<file path="config.mk">
export PLATFORM = sky130hd
export DESIGN_NAME = spb_port
export DESIGN_NICKNAME = d
export VERILOG_FILES = /design/src/verilog/spb_pkg.sv /design/src/verilog/spb_port.sv
export SDC_FILE = /design/constraint.sdc
export NUM_CORES = 1
export LEC_CHECK = 0
export BUFFER_PORTS_ARGS = -buffer_cell sky130_fd_sc_hd__buf_2
export CORE_MARGIN = 8
export CORE_UTILIZATION = 35
export CTS_CLUSTER_DIAMETER = 200
export CTS_CLUSTER_SIZE = 10
export DETAILED_ROUTE_END_ITERATION = 10
export PLACE_DENSITY_LB_ADDON = 0.08
export SLEW_MARGIN = 20
export SYNTH_ARGS = -nofsm -noshare
export SYNTH_HDL_FRONTEND = slang
export SYNTH_SLANG_ARGS = --single-unit
</file>
<file path="constraint.sdc">
create_clock -name clk -period 2.1 [get_ports clk]
set_input_delay 0.315 -clock clk [delete_from_list [all_inputs] [get_ports clk]]
set_output_delay 0.315 -clock clk [all_outputs]
set_load 0.03 [all_outputs]
</file>
<file path="src/verilog/spb_pkg.sv">
package spb_pkg;

    // ------------------------------------------------------------
    // Widths
    // ------------------------------------------------------------
    localparam int unsigned SPB_DW = 8;
    localparam int unsigned SPB_AW = 5;
    localparam int unsigned SPB_PC_W = 6;

    // ------------------------------------------------------------
    // Register offsets (low address bits)
    // ------------------------------------------------------------
    localparam logic [4:0] SPB_OFS_PA_DATA = 5'h00;
    localparam logic [4:0] SPB_OFS_PB_DATA = 5'h01;
    localparam logic [4:0] SPB_OFS_PC_DATA = 5'h02;
    localparam logic [4:0] SPB_OFS_DIR_A = 5'h04;
    localparam logic [4:0] SPB_OFS_DIR_B = 5'h05;
    localparam logic [4:0] SPB_OFS_DIR_C = 5'h06;
    localparam logic [4:0] SPB_OFS_MODE = 5'h07;
    localparam logic [4:0] SPB_OFS_CLR_A = 5'h08;
    localparam logic [4:0] SPB_OFS_CLR_B = 5'h09;
    localparam logic [4:0] SPB_OFS_CLR_C = 5'h0a;
    localparam logic [4:0] SPB_OFS_SET_A = 5'h0c;
    localparam logic [4:0] SPB_OFS_SET_B = 5'h0d;
    localparam logic [4:0] SPB_OFS_SET_C = 5'h0e;

    // ------------------------------------------------------------
    // Field positions
    // ------------------------------------------------------------
    localparam int unsigned SPB_MODE_STROBED_BIT = 0;
    localparam int unsigned SPB_MODE_OUTPUT_BIT = 1;
    localparam int unsigned SPB_MODE_FLOAT_BIT = 2;
    localparam int unsigned SPB_PC_IRQ_BIT = 0;
    localparam int unsigned SPB_PC_BF_BIT = 1;
    localparam int unsigned SPB_PC_STB_BIT = 2;

    // ------------------------------------------------------------
    // Reset values and port C masks
    // ------------------------------------------------------------
    localparam logic [7:0] SPB_RST_BYTE = 8'h00;
    localparam logic [5:0] SPB_RST_PC = 6'h00;
    localparam logic [5:0] SPB_HS_MASK = 6'h03;
    localparam logic [5:0] SPB_PC_LATCH_KEEP = 6'h07;

    // ------------------------------------------------------------
    // Port A operating modes
    // ------------------------------------------------------------
    typedef enum logic [3:0] {
        SPB_MODE_BASIC = 4'b0001,
        SPB_MODE_IN = 4'b0010,
        SPB_MODE_OUT = 4'b0100,
        SPB_MODE_OUT_FLOAT = 4'b1000
    } spb_mode_t;

    // ------------------------------------------------------------
    // Carriers
    // ------------------------------------------------------------
    typedef struct packed {
        logic [4:0] addr;
        logic [7:0] wdata;
        logic wr;
        logic rd;
    } spb_bus_req_t;

    typedef struct packed {
        logic [7:0] pa;
        logic [7:0] pb;
        logic [5:0] pc;
    } spb_pins_t;

    typedef struct packed {
        logic [7:0] mode_reg;
        logic [7:0] dir_a;
        logic [7:0] dir_b;
        logic [5:0] dir_c;
        logic [7:0] lat_a;
        logic [7:0] lat_b;
        logic [5:0] lat_c;
        logic [7:0] cap_a;
        logic buf_full;
        logic irq_pend;
        spb_pins_t meta;
        spb_pins_t sync;
        logic stb_prev;
        logic [7:0] rdata;
    } spb_state_t;

endpackage

</file>
<file path="src/verilog/spb_port.sv">
// Implementation choices: the plain strobed port and the address map.
`timescale 1ns/1ps
`default_nettype none

module spb_port
    import spb_pkg::*;
(
    input wire logic clk,
    input wire logic rst,
    input wire spb_bus_req_t bus_req,
    output logic [7:0] bus_rdata,
    input wire spb_pins_t pins_in,
    output spb_pins_t pins_out,
    output spb_pins_t pins_oe,
    output logic handshake_irq_n,
    output logic buffer_full_flag
);

    // ------------------------------------------------------------
    // State
    // ------------------------------------------------------------
    spb_state_t s_q;
    spb_state_t s_d;
    spb_mode_t port_mode_select;
    logic strobed;
    logic out_mode;
    logic peripheral_strobe_n;
    logic stb_fall;
    logic stb_rise;
    logic wr_pa;
    logic rd_pa;
    logic [7:0] pa_view;
    logic [5:0] pc_view;
    logic [5:0] pc_keep;

    // ------------------------------------------------------------
    // Mode decode
    // ------------------------------------------------------------
    always_comb begin
        if (!s_q.mode_reg[SPB_MODE_STROBED_BIT]) begin
            port_mode_select = SPB_MODE_BASIC;
        end else if (!s_q.mode_reg[SPB_MODE_OUTPUT_BIT]) begin
            port_mode_select = SPB_MODE_IN;
        end else if (!s_q.mode_reg[SPB_MODE_FLOAT_BIT]) begin
            port_mode_select = SPB_MODE_OUT;
        end else begin
            port_mode_select = SPB_MODE_OUT_FLOAT;
        end
    end

    assign strobed = (port_mode_select != SPB_MODE_BASIC);
    assign out_mode = (port_mode_select == SPB_MODE_OUT) ||
                      (port_mode_select == SPB_MODE_OUT_FLOAT);

    // ------------------------------------------------------------
    // Strobe edges
    // ------------------------------------------------------------
    assign peripheral_strobe_n = s_q.sync.pc[SPB_PC_STB_BIT];
    assign stb_fall = s_q.stb_prev && !peripheral_strobe_n;
    assign stb_rise = !s_q.stb_prev && peripheral_strobe_n;

    assign wr_pa = bus_req.wr && (bus_req.addr == SPB_OFS_PA_DATA);
    assign rd_pa = bus_req.rd && (bus_req.addr == SPB_OFS_PA_DATA);

    // ------------------------------------------------------------
    // Handshake outputs
    // ------------------------------------------------------------
    // Interrupt gated by bit 2 latch, active low
    assign handshake_irq_n = !(strobed && s_q.irq_pend &&
                               s_q.lat_c[SPB_PC_STB_BIT]);
    assign buffer_full_flag = strobed && s_q.buf_full;

    // ------------------------------------------------------------
    // Read views
    // ------------------------------------------------------------
    always_comb begin
        // Port A: strobed input shows the capture latch
        if (port_mode_select == SPB_MODE_IN) begin
            pa_view = s_q.cap_a;
        end else begin
            pa_view = (s_q.dir_a & s_q.lat_a) | (~s_q.dir_a & s_q.sync.pa);
        end
        pc_view = (s_q.dir_c & s_q.lat_c) | (~s_q.dir_c & s_q.sync.pc);
        if (strobed) begin
            pc_view[SPB_PC_IRQ_BIT] = handshake_irq_n;
            pc_view[SPB_PC_BF_BIT] = buffer_full_flag;
            pc_view[SPB_PC_STB_BIT] = peripheral_strobe_n;
        end
    end

    // Latch bits that byte writes to port C may not change
    assign pc_keep = strobed ? SPB_PC_LATCH_KEEP : SPB_RST_PC;

    // ------------------------------------------------------------
    // Next state
    // ------------------------------------------------------------
    always_comb begin
        s_d = s_q;
        s_d.meta = pins_in;
        s_d.sync = s_q.meta;
        s_d.stb_prev = peripheral_strobe_n;
        s_d.rdata = SPB_RST_BYTE;

        // Register writes
        if (bus_req.wr) begin
            case (bus_req.addr)
                SPB_OFS_PA_DATA: begin
                    s_d.lat_a = bus_req.wdata;
                end
                SPB_OFS_PB_DATA: begin
                    s_d.lat_b = bus_req.wdata;
                end
                SPB_OFS_PC_DATA: begin
                    s_d.lat_c = (s_q.lat_c & pc_keep) |
                                (bus_req.wdata[5:0] & ~pc_keep);
                end
                SPB_OFS_DIR_A: begin
                    s_d.dir_a = bus_req.wdata;
                end
                SPB_OFS_DIR_B: begin
                    s_d.dir_b = bus_req.wdata;
                end
                SPB_OFS_DIR_C: begin
                    s_d.dir_c = bus_req.wdata[5:0];
                end
                SPB_OFS_MODE: begin
                    s_d.mode_reg = bus_req.wdata;
                    s_d.buf_full = 1'b0;
                    // Output modes start by asking for a byte
                    s_d.irq_pend = bus_req.wdata[SPB_MODE_STROBED_BIT] &&
                                   bus_req.wdata[SPB_MODE_OUTPUT_BIT];
                end
                SPB_OFS_CLR_A: begin
                    s_d.lat_a = s_q.lat_a & ~bus_req.wdata;
                end
                SPB_OFS_CLR_B: begin
                    s_d.lat_b = s_q.lat_b & ~bus_req.wdata;
                end
                SPB_OFS_CLR_C: begin
                    s_d.lat_c = s_q.lat_c & ~(bus_req.wdata[5:0] & ~SPB_HS_MASK &
                                              {6{strobed}} | bus_req.wdata[5:0] &
                                              {6{!strobed}});
                end
                SPB_OFS_SET_A: begin
                    s_d.lat_a = s_q.lat_a | bus_req.wdata;
                end
                SPB_OFS_SET_B: begin
                    s_d.lat_b = s_q.lat_b | bus_req.wdata;
                end
                SPB_OFS_SET_C: begin
                    s_d.lat_c = s_q.lat_c | (bus_req.wdata[5:0] & ~SPB_HS_MASK &
                                             {6{strobed}} | bus_req.wdata[5:0] &
                                             {6{!strobed}});
                end
                default: begin
                end
            endcase
        end

        // Strobed input handshake
        if (port_mode_select == SPB_MODE_IN) begin
            if (rd_pa) begin
                s_d.buf_full = 1'b0;
                s_d.irq_pend = 1'b0;
            end
            if (!peripheral_strobe_n) begin
                s_d.cap_a = s_q.sync.pa;
            end
            if (stb_fall) begin
                s_d.buf_full = 1'b1;
            end
            if (stb_rise) begin
                s_d.cap_a = s_q.sync.pa;
                s_d.irq_pend = 1'b1;
                s_d.buf_full = 1'b1;
            end
        end

        // Strobed output handshake
        if (out_mode) begin
            if (wr_pa) begin
                s_d.irq_pend = 1'b0;
                s_d.buf_full = 1'b1;
            end
            if (stb_rise) begin
                s_d.buf_full = wr_pa;
                s_d.irq_pend = !wr_pa;
            end
        end

        // Read data, standing one cycle
        if (bus_req.rd) begin
            case (bus_req.addr)
                SPB_OFS_PA_DATA: begin
                    s_d.rdata = pa_view;
                end
                SPB_OFS_PB_DATA: begin
                    s_d.rdata = (s_q.dir_b & s_q.lat_b) | (~s_q.dir_b & s_q.sync.pb);
                end
                SPB_OFS_PC_DATA: begin
                    s_d.rdata = {2'b00, pc_view};
                end
                default: begin
                    s_d.rdata = SPB_RST_BYTE;
                end
            endcase
        end
    end

    // ------------------------------------------------------------
    // Registers
    // ------------------------------------------------------------
    always_ff @(posedge clk) begin
        if (rst) begin
            s_q <= '0;
            s_q.stb_prev <= 1'b1;
            s_q.meta.pc[SPB_PC_STB_BIT] <= 1'b1;
            s_q.sync.pc[SPB_PC_STB_BIT] <= 1'b1;
        end else begin
            s_q <= s_d;
        end
    end

    // ------------------------------------------------------------
    // Pin drive
    // ------------------------------------------------------------
    always_comb begin
        pins_out.pa = s_q.lat_a;
        pins_out.pb = s_q.lat_b;
        pins_out.pc = s_q.lat_c;
        pins_oe.pa = s_q.dir_a;
        pins_oe.pb = s_q.dir_b;
        pins_oe.pc = s_q.dir_c;
        if (port_mode_select == SPB_MODE_OUT_FLOAT) begin
            pins_oe.pa = peripheral_strobe_n ? SPB_RST_BYTE : s_q.dir_a;
        end
        if (strobed) begin
            pins_out.pc[SPB_PC_IRQ_BIT] = handshake_irq_n;
            pins_out.pc[SPB_PC_BF_BIT] = buffer_full_flag;
            pins_oe.pc[SPB_PC_STB_BIT] = 1'b0;
        end
    end

    assign bus_rdata = s_q.rdata;

endmodule

`default_nettype wire

</file>
Yosys cells after proc, flatten, opt, wreduce, memory -nomap -nowiden. Index checks and enable logic that the tools add are counted.

Flip-flop bits (word level): 110. Latch bits: 0. Memory bits (writable): 0. Memory bits (read-only): 0. Input port bits: 39. Output and inout port bits: 54. Memories: 0.

Add/subtract/negate cells: 0. Multipliers: 0. Div/mod/pow operators: 0. Order comparisons: 0. Eq/ne operators: 17. Shift-type cells: 0. Mux-type cells: 24. Bitwise logic cells: 28. Reduce and logical (&&, ||, !) cells: 27.

Operators by type and width (count): $pmux W8 S3 (3); $and A8 B8 Y8 (6); $and A6 B6 Y6 (6); $mux W8 (4); $or A8 B8 Y8 (4); $eq A5 B4 Y1 const B (6); $not A8 Y8 (3); $or A6 B6 Y6 (4); $eq A5 B3 Y1 const B (4); $pmux W6 S3 (1); $mux W2 (8); $reduce_and A2 Y1 (8); $mux W4 (3); $not A6 Y6 (2); $mux W10 (1); $reduce_bool A3 Y1 (3); $logic_and A1 B1 Y1 (8); $and A6 B3 Y6 (1); $mux W3 (2); $not A3 Y6 (1); $eq A5 B1 Y1 const B (1); $eq A5 B2 Y1 const B (1); $logic_not A1 Y1 (5); $logic_not A5 Y1 (1); other kinds (9) (10).

Depth between registers and ports, before layout. Gate-level depths: netlist (run 1).

Depth in word-level cells: 10. Depth in mapped cells: 7. Gate-level depth less buffers: 4.

Worst setup path before layout (run 1). OpenSTA, ideal clock, no wires.

Path kind: input -> register. Start point: in bus_req[10] (netlist name). End point: reg s_q[54] (netlist name). Setup time: 0.132 ns. Data arrival time: 1.706 ns. Required time: 1.968 ns. Slack: 0.262 ns. Stages on the path: 5. Buffers on the path: 1. Path through: buf_4 or4_4 or4_4 a32oi_1 nor3_1.

Cells in the longest elaborated chain, start to end: 10. Elaborated cells between the ends (all ways): 13.

Ends and longest elaborated chain: from (decl) (line spb_port.sv:10) `input wire spb_bus_req_t bus_req,`; $eq A5 B3 Y1 (line spb_port.sv:106) `case (bus_req.addr)`; $mux W2 (line spb_port.sv:106); $mux W2 (line spb_port.sv:105) `if (bus_req.wr) begin`; $mux W2 (line spb_port.sv:162) `if (rd_pa) begin`; $mux W1 (line spb_port.sv:169) `if (stb_fall) begin`; $mux W10 (line spb_port.sv:172) `if (stb_rise) begin`; $mux W2 (line spb_port.sv:161) `if (port_mode_select == SPB_MODE_IN) begin`; $mux W2 (line spb_port.sv:181) `if (wr_pa) begin`; $mux W2 (line spb_port.sv:185) `if (stb_rise) begin`; $mux W2 (*) (line spb_port.sv:180) `if (out_mode) begin`; to (decl) (line spb_port.sv:22) `spb_state_t s_q;`.

Every way passes the cells marked *; elsewhere a longest branch is shown, timed or not. A chain may end at the register's enable or synchronous reset.

==> flow_summary.toml, run 1 <==
[timing]
hold_violations = 0
finalSetupTns_ns = 0
tightest_slew_ns = 0.8881
setup_viol = 0
rsz0062_at_grt = "no"
slew_violations = 0
period_share = 0.8345
relSlewSlack = 0.4051
hold_ws_ns = 0.1500
fmax_mhz = 570.6
period_needed_ns = 1.753
fin_skew_ns = 0.009257
setup_ws_ns = 0.3475

[global_route]
grt_max_degree = 62
grt_pass1_wl_mm = 19.84
track_usage = 0.1550
antenna_found_initial = 1
grt_pass1_vias = 3535
overflow = 0

[clocking]
htreeDepth = 3
clock-root-buffer = "clkbuf_16"
cts_tree = "done"
clk_pin_slew_ns = 0.06
clockBufferDepth = 2
insertion_delay_ns = 0.35
cts_made_buffers = 9
cts.sinks = 110

[synthesis]
synth-seq-cells = 110
syn-num-nets = 533
synth_area_mm2 = 0.004609
yosysSeqAreaShare = 0.4777
avgSynthCellArea_um2 = 9.331
synth_top_family_by_area = "simple AND/OR/NAND/NOR gates"
synth.distinct_cells = 42
synth-adder-area-share = 0
ys_warn_count = 0
synth_compound_area_frac = 0.1235
synthSimpleGateAreaFrac = 0.2090
synth_xor_area_frac = 0.003800
syn_inst = 494
muxShareOfSynthArea = 0.08550

[route]
drt_iter0_drc = 256
via_count = 3523
drt_pass1_iterations = 5
drtAntennaViolNets = 0
routedWlPerCell_um = 17.20
post_drt_via_cell_ratio = 4.873
drc = 0
wl_mm = 12.43

[power]
clockPowerShare = 0.415
power_density_mw_per_mm2 = 781.7
ir_drop_mv = 0.4096
p_sw_mw = 0.9726
p_int_mw = 3.162
power_frac_seq = 0.521
power_frac_comb = 0.064
swShare = 0.2352
p_leak_nw = 2.171

[run_status]
outcome = "complete, no violations"

[layout]
syn_to_final_growth_pct = 14.74
nets = 581
stdcell_count = 723
layout_commonest_cell = "dfxtp_1"
drive_gt1_frac = 0.2578
diodes = 0
final_cell_mix = "110 x dfxtp_1, 92 x buf_2, 49 x nand2_1"

[place]
dp_cells = 706
globalplace.congestion = 0.8253
dp_worst_setup_slack_ns = 0.1418
hpwl_mm = 9.089
io_buffer_count = 92

[flow_run]
maxCapViolCount = 0

[worst_setup_path]
critPathCaptureType = "output pin"
path_class = "flop to output pin"
critical_path.startpoint_type = "flop"
worstPathRequired_ns = 1.78
worstPathMaxFanout = 8
critPathArrivalTime_ns = 1.44

[hold_path]
hold_class = "primary input to flop"

[floorplan]
die_width_um = 130.8
dieArea_mm2 = 0.01710
core_mm2 = 0.01303
rows = 42
initial_utilization = 0.3537
io_pins = 93
die_h_um = 130.8
[Yosys cell counts, drive strengths merged]
master	n	share of area
a211oi	1	0.0016
a21bo	1	0.0022
a21o	1	0.0016
a21oi	32	0.035
a31oi	2	0.0027
a32o	16	0.035
a32oi	1	0.0019
a41o	1	0.0022
and2	9	0.012
and4	1	0.0019
buf	49	0.077
clkbuf	25	0.020
dfxtp	110	0.48
inv	4	0.0033
mux2	3	0.0073
mux2i	36	0.078
nand2	49	0.040
nand2b	4	0.0054
nand3	21	0.023
nand3b	2	0.0033
nand4	2	0.0027
nand4b	4	0.0076
nand4bb	1	0.0024
nor2	30	0.025
nor2b	45	0.061
nor3	6	0.0087
nor4	1	0.0014
nor4bb	1	0.0022
o211ai	8	0.013
o21a	4	0.0065
o21ai	7	0.0076
o22a	6	0.011
o31ai	2	0.0033
or2	4	0.0054
or4	2	0.0049
or4b	1	0.0022
xor2	2	0.0038
[power by group through the flow]
stage               Clock (mW)  Sequential (mW)  Combinational, mW
floorplan                    0             2.20              0.178
global placement             0             2.20              0.262
detailed placement           0             2.20              0.266
CTS                       1.78             2.15              0.266
global route              1.87             2.16              0.293
finish                    1.72             2.15              0.263
[critical path, cell delays in order (launching register included)]
cell and delay, ns:
dfxtp_1 0.45, nand4_1 0.11, buf_4 0.19, and2_1 0.17
buf_2 0.18
[per-layer routing]
layer / vias to the layer above / global-route usage / share of wire
met2: 92 / 0.2361 / 0.44
met3: 18 / 0.03490 / 0.057
li1: 1753 / - / -
met5: - / 0 / 0.00072
met1: 1658 / 0.2062 / 0.48
met4: 2 / 0.06685 / 0.021
[logic make-up after synthesis]
| family | count (synthesis) |
|---|---|
| simple gates | 183 |
| flops | 110 |
| compound gates | 82 |
| buf+inv | 78 |
| mux | 39 |
| xor+xnor | 2 |
[flip-flops by register name (all words and copies together), names as in the netlist, named ones only]
name and flops:
s_q 44, s_d 22, pins_out 19, bus_rdata 8
peripheral_strobe_n 1, pins_oe 13
[area by class of cell]
type	count	area, um2
clock buffer	9	225.2
clock inverter	7	72.57
fill	1376	7744
inverter	4	15.01
multi-input combinational	306	1951
sequential	110	2202
tap	176	220.2
timing repair buffer	111	603.1
[through the flow]
stage / utilization / total power [mW] / area (um2)
2_1_floorplan: - / 2.375 / 4609
3_3_place_gp: 0.3824 / 2.466 / 4984
3_5_place_dp: 0.3824 / 2.470 / 4984
4_1_cts: 0.4058 / 4.199 / 5289
5_1_grt: 0.4058 / 4.327 / 5289
6_report: 0.4058 / 4.134 / 5289
[final timing paths]
path                          to  depth (start not counted)  slack [ns]                start
max                  pins_oe[18]                          4        0.35  peripheral_strobe_n
min                      s_d[11]                          2        0.15           pins_in[2]
max reg2reg              s_q[62]                          4        0.38             s_q[108]
min reg2reg  peripheral_strobe_n                          1        0.41              s_d[11]
[what timing repair did]
| item | in CTS | in global routing |
|---|---|---|
| hold buffers | 0 | 0 |
| gates resized for setup | 0 | 0 |
| setup buffers | 1 | 0 |
| endpoints found under the setup margin | 8 | 0 |
(Power assumes the default switching activity.)
==> run 2, diff against run 1 <==
==> constraint.sdc (replaced) <==
create_clock -name clk -period 1.7 [get_ports clk]
set_input_delay 0.255 -clock clk [delete_from_list [all_inputs] [get_ports clk]]
set_output_delay 0.255 -clock clk [all_outputs]
set_load 0.03 [all_outputs]
==> run 2 against run 1 <==
Flip-flop and latch count stayed put. Setup slack got worse by 0.27 ns. Core utilization is 1.0 points higher. Non-clock buffer count rose by 12. Via count hardly changed. Clock power increased by 26%. Die area is the same. Final cell count rose by 1.8%. Hold slack got worse by 0.066 ns. Critical endpoint is now pins_oe[17]. Largest power group unchanged. Highest routed layer unchanged.
==> flow_summary.toml, run 2 (synthesized netlist as in run 1, its figures left out) <==
[layout]
nets = 593
syn_to_final_growth_pct = 17.62
layout_commonest_cell = "dfxtp_1"
drive_gt1_frac = 0.2755
max_flop_register = "s_q"
final_cell_mix = "107 x dfxtp_1, 92 x buf_2, 49 x nand2_1"
post-route-util = 0.4160
largest_reg_flops = 44

[power]
power_density_mw_per_mm2 = 954.6
p_int_mw = 3.997
totalPowerFinal_mw = 5.175
p_leak_nw = 2.243
power_frac_seq = 0.514
clockPowerShare = 0.420
swShare = 0.2277
power_frac_comb = 0.066
p_sw_mw = 1.178
ir_drop_mv = 0.5046

[clocking]
clockBufferDepth = 2
clk_pin_slew_ns = 0.07
insertion_delay_ns = 0.36
htreeDepth = 3
cts_tree = "done"
cts.sinks = 110
cts_made_buffers = 9
clock-root-buffer = "clkbuf_16"
hold_buffers = 0

[hold_path]
hold_class = "primary input to flop"

[place]
io_buffer_count = 92
hpwl_mm = 9.158
globalplace.congestion = 0.7985

[timing]
hold_violations = 0
fin_skew_ns = 0.006930
setup_viol = 0
slew_violations = 0
tightest_slew_ns = 0.7866
hold_ws_ns = 0.08363
period_needed_ns = 1.625
relSlewSlack = 0.4731
fmax_mhz = 615.2
period_share = 0.9561

[worst_setup_path]
path_cells = "nand4_1, buf_4, and2_1, buf_2"
worstPathMaxFanout = 8
critPathCaptureType = "output pin"
slowest_delay_ns = 0.39
critPathArrivalTime_ns = 1.37
worstPathRequired_ns = 1.44
reg2reg_slack_ns = 0.30
path_class = "flop to output pin"
critical_path.startpoint_type = "flop"
cp_num_buf_inv = 2
cp_slowest_cell = "dfxtp_4"
crit_family = "flip-flops"

[floorplan]
die_h_um = 130.8
die_width_um = 130.8
dieArea_mm2 = 0.01710
io_pins = 93
initial_utilization = 0.3537
core_mm2 = 0.01303
rows = 42

[route]
via_count = 3525
drt_iter0_drc = 235
post_drt_via_cell_ratio = 4.789
drt_pass1_iterations = 4
drtAntennaViolNets = 0
wl_mm = 12.64
drc = 0
routedWlPerCell_um = 17.17

[global_route]
grt_max_degree = 65
grt_pass1_wl_mm = 19.38
overflow = 0
antenna_found_initial = 1
track_usage = 0.1533
grt_pass1_vias = 3504

[flow_run]
maxCapViolCount = 0

[run_status]
outcome = "complete, no violations"
## run 2: area by class of cell
| class | instances | area [um2] |
|---|---|---|
| multi-input combinational | 306 | 1951 |
| timing repair buffer | 123 | 721.9 |
| antenna | 1 | 2.502 |
| inverter | 4 | 15.01 |
| fill | 1363 | 7611 |
| tap | 176 | 220.2 |
| clock buffer | 13 | 260.3 |
| sequential | 110 | 2208 |
| clock inverter | 3 | 42.54 |
## run 2: routing by layer
| layer | share of wire | vias up | track usage |
|---|---|---|---|
| met5 | 0.00079 | - | 0 |
| met4 | 0.021 | 2 | 0.07022 |
| met3 | 0.053 | 18 | 0.04099 |
| met2 | 0.45 | 74 | 0.2367 |
| met1 | 0.47 | 1655 | 0.1960 |
| li1 | - | 1776 | - |
## run 2: stage by stage
step / worst slack [ns] / setup TNS, ns / instance area [um2] / instances
after floorplan: -0.05865 / -0.05865 / 4609 / 494
after global placement: -0.07494 / -0.07494 / 5106 / 719
after detailed placement: -0.09290 / -0.1100 / 5106 / 719
after CTS: 0.01627 / 0 / 5413 / 735
after global routing: -0.001582 / -0.001582 / 5419 / 735
final: 0.07461 / 0 / 5421 / 736
## run 2: path summary, 6_finish.rpt
path / startpoint / to / depth (start not counted)
worst max register to register: s_q[108] / s_q[54] / 4
worst min register to register: s_d[11] / peripheral_strobe_n / 1
worst max-delay path: peripheral_strobe_n / pins_oe[17] / 4
worst min-delay path: pins_in[2] / s_d[11] / 2
## run 2: timing repair
| item | in CTS | in global routing |
|---|---|---|
| buffers inserted | 0 | 0 |
| cloned | 0 | 0 |
| setup endpoints to repair | 9 | 10 |
| endpoints found under the hold margin | 0 | 0 |
| gates resized for setup | 3 | 2 |
## run 2: power by group through the flow
| stage | Clock (mW) | Sequential [mW] | Combinational (mW) |
|---|---|---|---|
| 6_report | 2.17 | 2.66 | 0.342 |
| 5_1_grt | 2.32 | 2.67 | 0.379 |
| 4_1_cts | 2.24 | 2.66 | 0.347 |
| 3_5_place_dp | 0 | 2.72 | 0.346 |
| 3_3_place_gp | 0 | 2.72 | 0.341 |
| 2_1_floorplan | 0 | 2.71 | 0.220 |
==> run 3, diff against run 2 <==
==> constraint.sdc (replaced) <==
create_clock -name clk -period 1.95 [get_ports clk]
set_input_delay 0.2925 -clock clk [delete_from_list [all_inputs] [get_ports clk]]
set_output_delay 0.2925 -clock clk [all_outputs]
set_load 0.03 [all_outputs]
==> run 3 against run 2 <==
Via count down 0.94%. Routed wire length about the same. First-iteration DRC count shrank 17%. Die area did not move. Sequential share of layout area is 0.81 points higher. Clock skew about the same. Combinational power decreased by 15%. Design area fell by 2.2%. Hold slack improved by 0.042 ns. Flip-flop and latch count is the same. Setup slack improved by 0.13 ns. Critical path type unchanged. Largest cell class unchanged. Highest routed layer is now met4.
==> flow_summary.toml, run 3 (synthesized netlist as in run 1, its figures left out) <==
[run_status]
outcome = "complete, no violations"

[power]
power_density_mw_per_mm2 = 825.3
power_frac_seq = 0.531
swShare = 0.2258
power_frac_comb = 0.066
p_int_mw = 3.387
p_sw_mw = 0.9877
clockPowerShare = 0.403
ir_drop_mv = 0.4977
totalPowerFinal_mw = 4.374
p_leak_nw = 2.179

[place]
globalplace.congestion = 0.8594
io_buffer_count = 92
hpwl_mm = 9.279

[route]
wl_met2_mm = 5.832
wl_met1_mm = 5.988
drtAntennaViolNets = 0
via_count = 3492
drc = 0
post_drt_via_cell_ratio = 4.817
topRoutingLayerUsed = "met4"
drt_pass1_iterations = 4
drt_iter0_drc = 196
wl_mm = 12.63
wl_met3_um = 626
routedWlPerCell_um = 17.42

[worst_setup_path]
endpoint = "pins_oe[19]"
critical_path.startpoint_type = "flop"
cp.depth = 4
regToRegEndpoint = "s_q[54]"
critPathCaptureType = "output pin"
cp_slowest_cell = "dfxtp_1"
worst_r2r_path_depth = 4
startpoint = "peripheral_strobe_n"
critPathArrivalTime_ns = 1.45
slowest_delay_ns = 0.45
worst_r2r_startpoint = "s_q[108]"
crit_family = "flip-flops"
path_class = "flop to output pin"
worstPathMaxFanout = 8
reg2reg_slack_ns = 0.39
cp_num_buf_inv = 2
path_cells = "nand4_1, buf_4, and2_1, buf_2"
worstPathRequired_ns = 1.66

[floorplan]
die_width_um = 130.8
rows = 42
io_pins = 93
initial_utilization = 0.3537
dieArea_mm2 = 0.01710
die_h_um = 130.8
core_mm2 = 0.01303

[layout]
max_flop_register = "s_q"
diodes = 0
largest_reg_flops = 44
layout_commonest_cell = "dfxtp_1"
drive_gt1_frac = 0.2532
fillers = 1443
nets = 583
syn_to_final_growth_pct = 14.98
final_cell_mix = "110 x dfxtp_1, 92 x buf_2, 49 x nand2_1"

[timing]
fmax_mhz = 574.4
finalSetupTns_ns = 0
tightest_slew_ns = 0.9017
relSlewSlack = 0.3961
period_needed_ns = 1.741
period_share = 0.8928
rsz0062_at_grt = "no"
fin_skew_ns = 0.007215
slew_violations = 0
setup_viol = 0
hold_violations = 0

[clocking]
clk_pin_slew_ns = 0.06
cts.sinks = 110
htreeDepth = 3
clock-root-buffer = "clkbuf_16"
clockBufferDepth = 2
cts_tree = "done"
cts_made_buffers = 9
cts_resized = 0
insertion_delay_ns = 0.35

[global_route]
grt_max_degree = 67
grt_pass1_wl_mm = 19.78
overflow = 0
antenna_found_initial = 0
track_usage = 0.1560
grt_pass1_vias = 3503

[hold_path]
hold_class = "primary input to flop"

[flow_run]
maxCapViolCount = 0
==> run 3: cell types whose count changed in the layout (fill, tap and decap cells not counted), sizes merged <==
cell      delta
bufinv       -1
diode        -1
buf         -10
clkbuf       +3
clkinvlp     -1
clkinv       -1
==> run 3: cell type report <==
type	instances	area (um2)	share of cell area
timing repair buffer	113	630.6	0.1190
clock buffer	16	281.5	0.05312
sequential	110	2202	0.4155
tap	176	220.2	0.04155
inverter	4	15.01	0.002833
multi-input combinational	306	1951	0.3680
==> run 3: power by group through the flow <==
stage	sequential [mW]	combinational [mW]	clock (mW)
after floorplan	2.37	0.192	0
after global placement	2.37	0.289	0
after detailed placement	2.37	0.293	0
after CTS	2.32	0.293	1.83
after global routing	2.33	0.320	1.90
final	2.32	0.290	1.76
==> run 3: metal layers <==
layer	up-vias	global-route usage
met4	0	0.05874
met1	1664	0.1997
met5	-	0
li1	1750	-
met3	12	0.04261
met2	66	0.2455
==> run 3: worst min path at each step <==
| stage | depth (start not counted) | slack [ns] | start | to |
|---|---|---|---|---|
| floorplan | 1 | 0.39 | s_d[11] | peripheral_strobe_n |
| global placement | 1 | 0.40 | s_d[11] | peripheral_strobe_n |
| detailed placement | 1 | 0.40 | s_d[11] | peripheral_strobe_n |
| CTS | 2 | 0.11 | pins_in[2] | s_d[11] |
| global route | 2 | 0.12 | pins_in[2] | s_d[11] |
| finish | 2 | 0.13 | pins_in[2] | s_d[11] |
==> run 3: stage by stage <==
step	cell area, um2	utilization	worst slack, ns	instances	hold WS (ns)
2_1_floorplan	4609	-	0.1349	494	0.3895
3_3_place_gp	5011	0.3845	0.1130	708	0.3957
3_5_place_dp	5011	0.3845	0.09092	708	0.3980
4_1_cts	5300	0.4067	0.1845	725	0.1108
5_1_grt	5300	0.4067	0.1041	725	0.1203
6_report	5300	0.4067	0.2091	725	0.1255
==> run 3: repair_timing <==
action / in CTS / in global routing
setup buffers: 1 / 0
hold buffers: 0 / 0
setup endpoints to repair: 8 / 0
==> run 3: worst register-to-register path: stages (launching register included) <==
cell and delay (ns):
dfxtp_1 0.37, nand2b_1 0.32, or4_4 0.48, a32oi_1 0.21
nor3_1 0.07
